`config.mk`:
```
export PLATFORM = sky130hd
export DESIGN_NAME = qdac_update_control
export DESIGN_NICKNAME = d
export VERILOG_FILES = /design/src/qdac_pkg.sv /design/src/qdac_update_control.sv
export SDC_FILE = /design/constraint.sdc
export NUM_CORES = 1
export LEC_CHECK = 0
export ABC_AREA = 1
export ABC_CLOCK_PERIOD_IN_PS = 1900
export BUFFER_PORTS_ARGS = -buffer_cell sky130_fd_sc_hd__buf_4
export CAP_MARGIN = 20
export CORE_ASPECT_RATIO = 2
export CORE_MARGIN = 2
export CORE_UTILIZATION = 58
export CTS_CLUSTER_SIZE = 10
export DETAILED_ROUTE_END_ITERATION = 16
export PLACE_DENSITY = 0.79
export RECOVER_POWER = 25
export SLEW_MARGIN = 20
export SYNTH_ARGS = -nofsm -noshare
export SYNTH_HDL_FRONTEND = slang
export SYNTH_SLANG_ARGS = --single-unit
export TNS_END_PERCENT = 20
```
`constraint.sdc`:
```
create_clock -name i_clk -period 1.9 [get_ports i_clk]
set_input_delay 0.19 -clock i_clk [delete_from_list [all_inputs] [get_ports i_clk]]
set_output_delay 0.19 -clock i_clk [all_outputs]
set_load 0.05 [all_outputs]
```
`src/qdac_pkg.sv`:
```
// qdac_pkg: register map, field positions, widths and timing figures of the
// quad dac update control block; shared by the design and its test bench.
package qdac_pkg;
  // widths
  localparam int NUM_CH = 4;
  localparam int DAC_BITS = 12;
  localparam int TEMP_BITS = 10;
  localparam int REG_BITS = 8;
  localparam int CH_IDX_BITS = 2;
  // register offsets
  localparam logic [7:0] ADDR_DAC_FIRST = 8'h10;
  localparam logic [7:0] ADDR_DAC_LAST = 8'h17;
  localparam logic [7:0] ADDR_CONTROL_CONFIG_THREE = 8'h1a;
  localparam logic [7:0] ADDR_DAC_CONFIGURATION = 8'h1b;
  localparam logic [7:0] ADDR_LOAD_CONFIGURATION = 8'h1c;
  localparam logic [7:0] ADDR_INTERNAL_TEMP_OFFSET = 8'h21;
  localparam logic [7:0] ADDR_EXTERNAL_TEMP_OFFSET = 8'h22;
  localparam logic [7:0] REG_RESET = 8'h00;
  localparam logic [7:0] RD_UNMAPPED = 8'h00;
  localparam logic [DAC_BITS-1:0] DAC_RESET = 12'h000;
  // control_config_three fields
  localparam int THERMAL_RES_SELECT = 1;
  localparam int LOAD_SOURCE_SELECT = 3;
  localparam int THERMAL_OUT_A_EN = 5;
  localparam int THERMAL_OUT_B_EN = 6;
  // dac_configuration fields: gain bits sit at 0..3, span bits alias 0 and 1
  localparam int GAIN_LSB = 0;
  localparam int SPAN_DOUBLE_A = 0;
  localparam int SPAN_DOUBLE_B = 1;
  localparam int LOAD_PAIR_AB = 4;
  localparam int LOAD_PAIR_CD = 5;
  localparam int UNBUF_REF_PAIR_ONE = 6;
  localparam int UNBUF_REF_PAIR_TWO = 7;
  // load_configuration fields: bits 0..3 load one channel each
  localparam int LOAD_CH_LSB = 0;
  localparam int INTERNAL_REF_SELECT = 4;
  localparam int POWER_DOWN = 5;
  // offset register sign
  localparam int OFFSET_SIGN_BIT = 7;
  // timing: least low time of the load strobe, kept by the host
  localparam int CLK_PERIOD_NS = 50;
  localparam int LOAD_LOW_MIN_NS = 20;
  localparam int LOAD_LOW_MIN_CYC_RAW = (LOAD_LOW_MIN_NS + CLK_PERIOD_NS - 1) / CLK_PERIOD_NS;
  localparam int LOAD_LOW_MIN_CYC = (LOAD_LOW_MIN_CYC_RAW < 1) ? 1 : LOAD_LOW_MIN_CYC_RAW;
endpackage

```
`src/qdac_update_control.sv`:
```
// qdac_update_control: double-buffered four channel dac code registers,
// load command decoding, configuration and thermal output tracking.
// assumes the serial front end delivers one-cycle register strobes in the
// i_clk domain and that temperature results arrive with a one-cycle valid.
//
// Functional notes
// - written codes wait in an input stage; outputs not tracking temperature change only on load.
// - reading a dac data register returns the active output code.
// - loads come from strobe falling edge, dac config or load config bits.
// - codes are straight binary, 0 to 4095 on this 12-bit variant.
// - external reference by default; internal_ref_select picks internal one.
// - each reference pair is buffered unless its unbuffer bit is set.
// - dac configuration bits 0 to 3 select gain of two per channel.
// - power-down bit turns all channels off with high impedance outputs.
// - thermal enables make dac a follow internal, dac b external temperature.
// - thermal channels refresh on each new temperature result, no load needed.
// - thermal output is 8-bit at 1 degree, 10-bit at 0.25 degree when set.
// - span bits for a and b double the thermal output span.
// - range -128 to +127 degrees; output stops rising above +127.
// - 8-bit two's complement offset registers give the zero-volt temperature.
// - after reset only the strobe loads; load_source_select hands over to registers.
// - after reset all four outputs hold code zero until written and loaded.
`timescale 1ns/1ps
module qdac_update_control
  import qdac_pkg::*;
(
  // clock and reset
  input wire logic i_clk,
  input wire logic i_arst_n,
  // register access from the serial front end
  input wire logic i_reg_wr,
  input wire logic i_reg_rd,
  input wire logic [7:0] i_reg_addr,
  input wire logic [REG_BITS-1:0] i_reg_wdata,
  output logic [REG_BITS-1:0] o_reg_rdata,
  // external load strobe, active low
  input wire logic i_dac_load_strobe_n,
  // temperature results, signed quarter degrees
  input wire logic [TEMP_BITS-1:0] i_temp_internal,
  input wire logic i_temp_internal_valid,
  input wire logic [TEMP_BITS-1:0] i_temp_external,
  input wire logic i_temp_external_valid,
  // codes driving the four converters
  output logic [DAC_BITS-1:0] o_dac_code_a,
  output logic [DAC_BITS-1:0] o_dac_code_b,
  output logic [DAC_BITS-1:0] o_dac_code_c,
  output logic [DAC_BITS-1:0] o_dac_code_d,
  // analog controls
  output logic [NUM_CH-1:0] o_gain_double,
  output logic o_ref_input_pair_one_unbuf,
  output logic o_ref_input_pair_two_unbuf,
  output logic o_internal_ref_select,
  output logic o_power_down
);

  logic [REG_BITS-1:0] control_config_three;
  logic [REG_BITS-1:0] dac_configuration;
  logic [REG_BITS-1:0] load_configuration;
  logic [REG_BITS-1:0] internal_analog_temp_offset;
  logic [REG_BITS-1:0] external_analog_temp_offset;
  logic [DAC_BITS-1:0] input_code [NUM_CH];
  logic [DAC_BITS-1:0] active_code [NUM_CH];
  logic strobe_prev;
  logic strobe_fall;
  logic wr_dac_cfg;
  logic wr_load_cfg;
  logic dac_hit;
  logic [7:0] dac_rel;
  logic [CH_IDX_BITS-1:0] dac_idx;
  logic dac_msb;
  logic [NUM_CH-1:0] load_ch;
  logic [NUM_CH-1:0] therm_en;
  logic [NUM_CH-1:0] therm_upd;
  logic [DAC_BITS-1:0] therm_code [NUM_CH];
  logic [DAC_BITS-1:0] next_rdata;

  // thermal code: quarter degree difference, clamped both ways
  // both operands fit ten signed bits, so the difference carries two more;
  // the top bit flags underflow and the next one an overflow of the span
  function automatic logic [DAC_BITS-1:0] thermal_code(
    input logic [TEMP_BITS-1:0] temp,
    input logic [REG_BITS-1:0] offset,
    input logic hi_res
  );
    logic signed [TEMP_BITS+1:0] t_ext;
    logic signed [TEMP_BITS+1:0] o_ext;
    logic signed [TEMP_BITS+1:0] diff;
    logic [DAC_BITS-1:0] code;
    t_ext = {{2{temp[TEMP_BITS-1]}}, temp};
    o_ext = {{2{offset[OFFSET_SIGN_BIT]}}, offset, 2'b00};
    diff = t_ext - o_ext;
    if (diff[TEMP_BITS+1]) begin
      code = DAC_RESET; // below the zero-volt temperature
    end else if (diff[TEMP_BITS]) begin
      code = {DAC_BITS{1'b1}}; // saturate, output stops rising
    end else if (hi_res) begin
      code = {diff[TEMP_BITS-1:0], 2'b00}; // 0.25 degree per lsb
    end else begin
      code = {diff[TEMP_BITS-1:2], 4'h0}; // 1 degree per lsb
    end
    return code;
  endfunction

  // address decode of the dac data window: even byte low, odd byte high
  // the window test guards the index, so offsets outside never alias a channel
  always_comb begin
    dac_hit = (i_reg_addr >= ADDR_DAC_FIRST) && (i_reg_addr <= ADDR_DAC_LAST);
    dac_rel = i_reg_addr - ADDR_DAC_FIRST;
    dac_idx = dac_rel[CH_IDX_BITS:1];
    dac_msb = dac_rel[0];
    wr_dac_cfg = i_reg_wr && (i_reg_addr == ADDR_DAC_CONFIGURATION);
    wr_load_cfg = i_reg_wr && (i_reg_addr == ADDR_LOAD_CONFIGURATION);
  end

  // strobe edge detect; inputs are synchronous, 20 ns low is caught by one edge
  // history resets high so a strobe already low at release loads once at the first edge
  always_ff @(posedge i_clk or negedge i_arst_n) begin
    if (!i_arst_n) begin
      strobe_prev <= 1'b1;
    end else begin
      strobe_prev <= i_dac_load_strobe_n;
    end
  end
  // a held-low strobe gives one load only; it must rise again to re-arm
  assign strobe_fall = strobe_prev && !i_dac_load_strobe_n;

  // load command sources, gated by the load source selection
  // register loads come from the write strobe itself, so a load bit acts once
  // per write; the stored configuration keeps the bit, but it never loads again
  always_comb begin
    load_ch = '0;
    if (!control_config_three[LOAD_SOURCE_SELECT]) begin
      load_ch = {NUM_CH{strobe_fall}};
    end else begin
      if (wr_dac_cfg && i_reg_wdata[LOAD_PAIR_AB]) begin
        load_ch[0] = 1'b1;
        load_ch[1] = 1'b1;
      end
      if (wr_dac_cfg && i_reg_wdata[LOAD_PAIR_CD]) begin
        load_ch[2] = 1'b1;
        load_ch[3] = 1'b1;
      end
      if (wr_load_cfg) begin
        load_ch = load_ch | i_reg_wdata[LOAD_CH_LSB +: NUM_CH];
      end
    end
  end

  // thermal tracking of channels a and b
  // channels c and d never track; their thermal code is a fixed zero
  always_comb begin
    therm_en = '0;
    therm_upd = '0;
    therm_en[0] = control_config_three[THERMAL_OUT_A_EN];
    therm_en[1] = control_config_three[THERMAL_OUT_B_EN];
    therm_upd[0] = therm_en[0] && i_temp_internal_valid;
    therm_upd[1] = therm_en[1] && i_temp_external_valid;
    therm_code[0] = thermal_code(i_temp_internal, internal_analog_temp_offset,
                                 control_config_three[THERMAL_RES_SELECT]);
    therm_code[1] = thermal_code(i_temp_external, external_analog_temp_offset,
                                 control_config_three[THERMAL_RES_SELECT]);
    therm_code[2] = DAC_RESET;
    therm_code[3] = DAC_RESET;
  end

  // per channel double buffer: input stage and active stage
  // bytes land independently, so a host that loads between the two halves
  // of a code sends a mixed value to the output; finish the pair first
  for (genvar c = 0; c < NUM_CH; c++) begin : g_ch
    always_ff @(posedge i_clk or negedge i_arst_n) begin
      if (!i_arst_n) begin
        input_code[c] <= DAC_RESET;
      end else if (i_reg_wr && dac_hit && (dac_idx == CH_IDX_BITS'(c))) begin
        if (dac_msb) begin
          input_code[c][DAC_BITS-1:REG_BITS] <= i_reg_wdata[DAC_BITS-REG_BITS-1:0];
        end else begin
          input_code[c][REG_BITS-1:0] <= i_reg_wdata; // held until load
        end
      end
    end
    // thermal results take priority; a load does not disturb a tracking channel
    // loads aimed at a tracking channel are dropped, not deferred
    always_ff @(posedge i_clk or negedge i_arst_n) begin
      if (!i_arst_n) begin
        active_code[c] <= DAC_RESET;
      end else if (therm_en[c]) begin
        if (therm_upd[c]) begin
          active_code[c] <= therm_code[c];
        end
      end else if (load_ch[c]) begin
        active_code[c] <= input_code[c]; // straight binary code
      end
    end
  end

  // configuration registers
  // writes to unmapped offsets fall through the default and change nothing
  always_ff @(posedge i_clk or negedge i_arst_n) begin
    if (!i_arst_n) begin
      control_config_three <= REG_RESET;
      dac_configuration <= REG_RESET;
      load_configuration <= REG_RESET;
      internal_analog_temp_offset <= REG_RESET;
      external_analog_temp_offset <= REG_RESET;
    end else if (i_reg_wr) begin
      case (i_reg_addr)
        ADDR_CONTROL_CONFIG_THREE: begin
          control_config_three <= i_reg_wdata;
        end
        ADDR_DAC_CONFIGURATION: begin
          dac_configuration <= i_reg_wdata;
        end
        ADDR_LOAD_CONFIGURATION: begin
          load_configuration <= i_reg_wdata;
        end
        ADDR_INTERNAL_TEMP_OFFSET: begin
          internal_analog_temp_offset <= i_reg_wdata;
        end
        ADDR_EXTERNAL_TEMP_OFFSET: begin
          external_analog_temp_offset <= i_reg_wdata;
        end
        default: begin
        end
      endcase
    end
  end

  // read mux: data registers show the active code, never the pending one
  always_comb begin
    next_rdata = {DAC_BITS{1'b0}};
    if (dac_hit) begin
      if (dac_msb) begin
        next_rdata = {{REG_BITS{1'b0}}, active_code[dac_idx][DAC_BITS-1:REG_BITS]};
      end else begin
        next_rdata = {{(DAC_BITS-REG_BITS){1'b0}}, active_code[dac_idx][REG_BITS-1:0]};
      end
    end else begin
      case (i_reg_addr)
        ADDR_CONTROL_CONFIG_THREE: next_rdata[REG_BITS-1:0] = control_config_three;
        ADDR_DAC_CONFIGURATION: next_rdata[REG_BITS-1:0] = dac_configuration;
        ADDR_LOAD_CONFIGURATION: next_rdata[REG_BITS-1:0] = load_configuration;
        ADDR_INTERNAL_TEMP_OFFSET: next_rdata[REG_BITS-1:0] = internal_analog_temp_offset;
        ADDR_EXTERNAL_TEMP_OFFSET: next_rdata[REG_BITS-1:0] = external_analog_temp_offset;
        default: next_rdata[REG_BITS-1:0] = RD_UNMAPPED;
      endcase
    end
  end

  // read data register, updated only on a read strobe
  // holding the byte lets the serial side shift it out while loads go on
  always_ff @(posedge i_clk or negedge i_arst_n) begin
    if (!i_arst_n) begin
      o_reg_rdata <= REG_RESET;
    end else if (i_reg_rd) begin
      o_reg_rdata <= next_rdata[REG_BITS-1:0];
    end
  end

  // converter codes, one register stage behind the active codes
  always_ff @(posedge i_clk or negedge i_arst_n) begin
    if (!i_arst_n) begin
      o_dac_code_a <= DAC_RESET;
      o_dac_code_b <= DAC_RESET;
      o_dac_code_c <= DAC_RESET;
      o_dac_code_d <= DAC_RESET;
    end else begin
      o_dac_code_a <= active_code[0];
      o_dac_code_b <= active_code[1];
      o_dac_code_c <= active_code[2];
      o_dac_code_d <= active_code[3];
    end
  end

  // gain per channel; span bits of a and b share the gain bits,
  // so a thermal channel doubles its span with the same bit
  always_ff @(posedge i_clk or negedge i_arst_n) begin
    if (!i_arst_n) begin
      o_gain_double <= '0;
    end else begin
      o_gain_double <= dac_configuration[GAIN_LSB +: NUM_CH];
    end
  end

  // reference buffer bypass, one bit per reference pair
  always_ff @(posedge i_clk or negedge i_arst_n) begin
    if (!i_arst_n) begin
      o_ref_input_pair_one_unbuf <= 1'b0;
      o_ref_input_pair_two_unbuf <= 1'b0;
    end else begin
      o_ref_input_pair_one_unbuf <= dac_configuration[UNBUF_REF_PAIR_ONE];
      o_ref_input_pair_two_unbuf <= dac_configuration[UNBUF_REF_PAIR_TWO];
    end
  end

  // reference choice and power-down; external reference after reset
  always_ff @(posedge i_clk or negedge i_arst_n) begin
    if (!i_arst_n) begin
      o_internal_ref_select <= 1'b0;
      o_power_down <= 1'b0;
    end else begin
      o_internal_ref_select <= load_configuration[INTERNAL_REF_SELECT];
      o_power_down <= load_configuration[POWER_DOWN]; // analog side goes high-z
    end
  end

endmodule

```
==> summary.md <==
| Metric | Value |
|---|---|
| Starting density of the core | 0.589 |
| Clock Latency Late Sink | roughly 0.50 ns |
| Clock buffer depth | 3 |
| CTS tree | yes |
| Clock Pin Slew Worst Setup and Hold Paths | ~0.050 ns |
| Peak Freq | about 0.55 GHz |
| Worst hold path type | primary input to register |
| M1 WL | ~8.5 mm |
| Status | completed |
| Routability congestion estimate | roughly 1.0 |
| Layout area overhead | 22.9% |
| Max cap viols | 0 |
| Total Neg Setup Slack | 0 ns |
| GRT Total Usage | 0.311 |
| Multi-input gate area | approximately 3500 sq um |
| Maximum vdd drop | 0.704 mV |
| Placed wire-length estimate | around 18 mm |
| Post-route DRC | 0 |
| Synthesized area | roughly 9000 sq um |
| Met2 routed WL | roughly 13 mm |
| Antenna-violating nets left | 0 |
| Vias per cell | around 5.5 |
| CP Capture Type | register |
| Reg-to-reg startpoint | external_analog_temp_offset[0] |
| Vias in the first global route | approximately 7.6k |
| Post-synth EDFFs | 0 |
| Die W | ~92 um |
| Top_reg_cell synth | dfrtp_1 |
| # nets final | 1,204 |
| Initial DRT Pass Iterations | 5 |
| # IOs | roughly 110 |
| First-pass GRT wire length | 39.4 mm |
| Worst-path fanout max | 4 |
| IO buf count | approximately 110 |
| Crit path DAT | between 2 and 2.5 ns |
| Cell count after synthesis | 990 |
| DR WL met3 | between 1 and 1.5 mm |
| RR Endpoint | active_code[30] |
| Yosys warnings | 0 |
| Via Count | 7,477 |
| Clock Skew | between 0.01 and 0.015 ns |
| Share of cells above drive strength 1 | 0.230 |
| Register area share after synthesis | 0.562 |
| Dpl ws | 0.0343 ns |
| PD cells | 928 nW/um^2 |
| R2R Setup Slk | about 0.087 ns |
| Crit path to | active_code[30] |
| CTS Buf Count | 24 |
| Crit path from | external_analog_temp_offset[0] |
| Seq cells post-synth | ~200 |
| GRT overflow | 0 |
| Syn Area/Cell | 9.05 sq um |
| Setup-failing EPs final | 0 |
| Crit Path Class | register to register |
| WP data required | about 2.3 ns |
| Clock sink count | 201 |
| Net Count, Synth | around 1.1k |
| H-tree depth | 1 |
| Wire per inst | about 19 um |
| Asr flop ratio synth | 1.00 |
| Routed WL | between 20 and 30 mm |
| Final min period | between 1.5 and 2 ns |
| Worst-Margin Slew | 1.49 ns |
| Reg area | 5030 sq um |
| Max Used Layer | met4 |
| Die area | 16,500 sq um |
| FP Rows | 64 |
| Final Hold Viols | 0 |
| Leak | around 5.7 nW |
| Max Slew Vio Count | 0 |
| Die Height | approximately 180 um |
| R2R cell count | 12 |
| First DRT Iteration DRCs | about 610 |
| Core Region | 15,200 sq um |
| Slew Limit Headroom | 0.00966 |
| Synth unique cells | 38 |
| CTS root buffer | clkbuf_16 |
| Diodes inserted | 0 |
| Final Cycle Share | 0.954 |
| Fillers | between 1k and 1.5k |
| Setup slack after layout | slightly below 0.09 ns |
| Largest net degree at the start of global routing | 66 |
| CP Launch Type | register |
| Initial antenna violation count | 0 |
==> cell families after synthesis <==
family	after synthesis	share of synthesized area
buffers and inverters	118	0.0567
adder cells (fa/ha/maj)	18	0.0268
AO/OA/AOI/OAI	152	0.0910
AND/OR/NAND/NOR	495	0.258
flip-flops	201	0.562
XOR/XNOR	6	0.00587
==> where the power goes <==
group / total, mW / switching, mW / internal (mW)
Sequential: 4.70 / 0.161 / 4.54
Clock: 4.02 / 1.64 / 2.38
Combinational: 1.48 / 1.00 / 0.478
Total: 10.2 / 2.81 / 7.40
==> worst min-delay path by stage <==
| stage | from | end | slack, ns | cells past startpoint |
|---|---|---|---|---|
| 5_1_grt | i_temp_external[1] | active_code[27] | 0.13 | 5 |
| 3_5_place_dp | i_arst_n | active_code[17] | 0.22 | 1 |
| 6_report | i_temp_external[1] | active_code[27] | 0.09 | 5 |
| 3_3_place_gp | i_arst_n | o_dac_code_c[5] | 0.22 | 1 |
| 2_1_floorplan | i_arst_n | active_code[0] | -0.11 | 0 |
| 4_1_cts | i_temp_external[1] | active_code[27] | 0.09 | 5 |
==> state kept, by name, indices dropped and copies added, names as in the netlist <==
| name | count |
|---|---|
| o_internal_ref_select | 1 |
| o_reg_rdata | 8 |
| dac_configuration | 8 |
| active_code | 48 |
| external_analog_temp_offset | 8 |
| o_dac_code_d | 12 |
| control_config_three | 8 |
| o_dac_code_a | 12 |
| internal_analog_temp_offset | 8 |
| o_dac_code_c | 12 |
| load_configuration | 8 |
| strobe_prev | 1 |
| o_dac_code_b | 12 |
| input_code | 48 |
| o_power_down | 1 |
| o_ref_input_pair_two_unbuf | 1 |
| o_gain_double | 4 |
| o_ref_input_pair_one_unbuf | 1 |
==> routing by layer <==
layer  GRT usage  up-vias
li1            -     3486
met1       0.342     3525
met2       0.531      321
met3      0.0323      145
met4       0.258        0
met5           0        -
==> timing repair <==
action / 4_1_cts / 5_1_grt
gates resized for setup: 0 / 18
setup endpoints to repair: 0 / 15
hold buffers: 12 / 0
setup buffers: 0 / 4
endpoints found under the hold margin: 79 / 0
==> metrics by stage <==
| stage | hold WS (ns) | area (sq um) | power, mW | std cells | util |
|---|---|---|---|---|---|
| floorplan | -0.106 | 8950 | 5.59 | 990 | - |
| detailed placement | 0.216 | 10100 | 6.18 | 1299 | 0.666 |
| global route | 0.134 | 11000 | 10.6 | 1351 | 0.723 |
| global placement | 0.215 | 10100 | 6.16 | 1299 | 0.666 |
| CTS | 0.0892 | 10900 | 10.2 | 1347 | 0.718 |
| finish | 0.0876 | 11000 | 10.2 | 1351 | 0.723 |
==> cell usage after synthesis, types with 2 or more instances <==
cell type / n / area share
o21ai_0: 81 / 0.045
nor2_1: 43 / 0.018
fa_1: 2 / 0.0045
nand2_1: 309 / 0.13
o21bai_1: 2 / 0.0017
o21ai_1: 44 / 0.025
nand2_4: 8 / 0.010
o21ai_2: 8 / 0.0078
inv_2: 5 / 0.0021
nand3_1: 56 / 0.031
inv_1: 87 / 0.036
a22oi_1: 5 / 0.0042
or2_2: 4 / 0.0028
buf_2: 10 / 0.0056
xor2_1: 2 / 0.0020
buf_6: 5 / 0.0063
xnor2_1: 4 / 0.0039
clkbuf_1: 8 / 0.0034
nand3_2: 24 / 0.027
ha_1: 16 / 0.022
nor3_1: 7 / 0.0039
dfrtp_1: 200 / 0.56
nor2_2: 4 / 0.0028
nor2_4: 3 / 0.0038
nand4_1: 9 / 0.0063
nand2_2: 23 / 0.016
a21oi_1: 10 / 0.0056
==> critical path, stage by stage, from the launching register on <==
cell	delay (ns)
dfrtp_1	0.38
ha_2	0.18
inv_2	0.05
fa_2	0.41
nand3_2	0.08
nand2_2	0.06
nand2_1	0.09
nand2_2	0.07
nand2_2	0.08
buf_4	0.12
o21ai_0	0.07
nand2_1	0.07
nand2_1	0.04
==> placed cells by master, fill, tap and decap left out, types with 13 or more instances in the layout <==
cell type	instances
o21ai_0	79
nor2_1	43
ha_1	13
nand2_1	305
inv_1	84
nand3_2	25
buf_4	133
nand2_2	27
clkbuf_16	25
nand3_1	55
dfrtp_1	200
o21ai_1	46
==> layout make-up <==
type                       count  area share
sequential                   201       0.457
multi-input combinational    671       0.316
timing repair buffer         152       0.112
clock inverter                 1    0.000796
inverter                      93      0.0317
clock buffer                  35      0.0603
tap                          198      0.0225
Note: power is estimated with default switching activity, not from simulation.
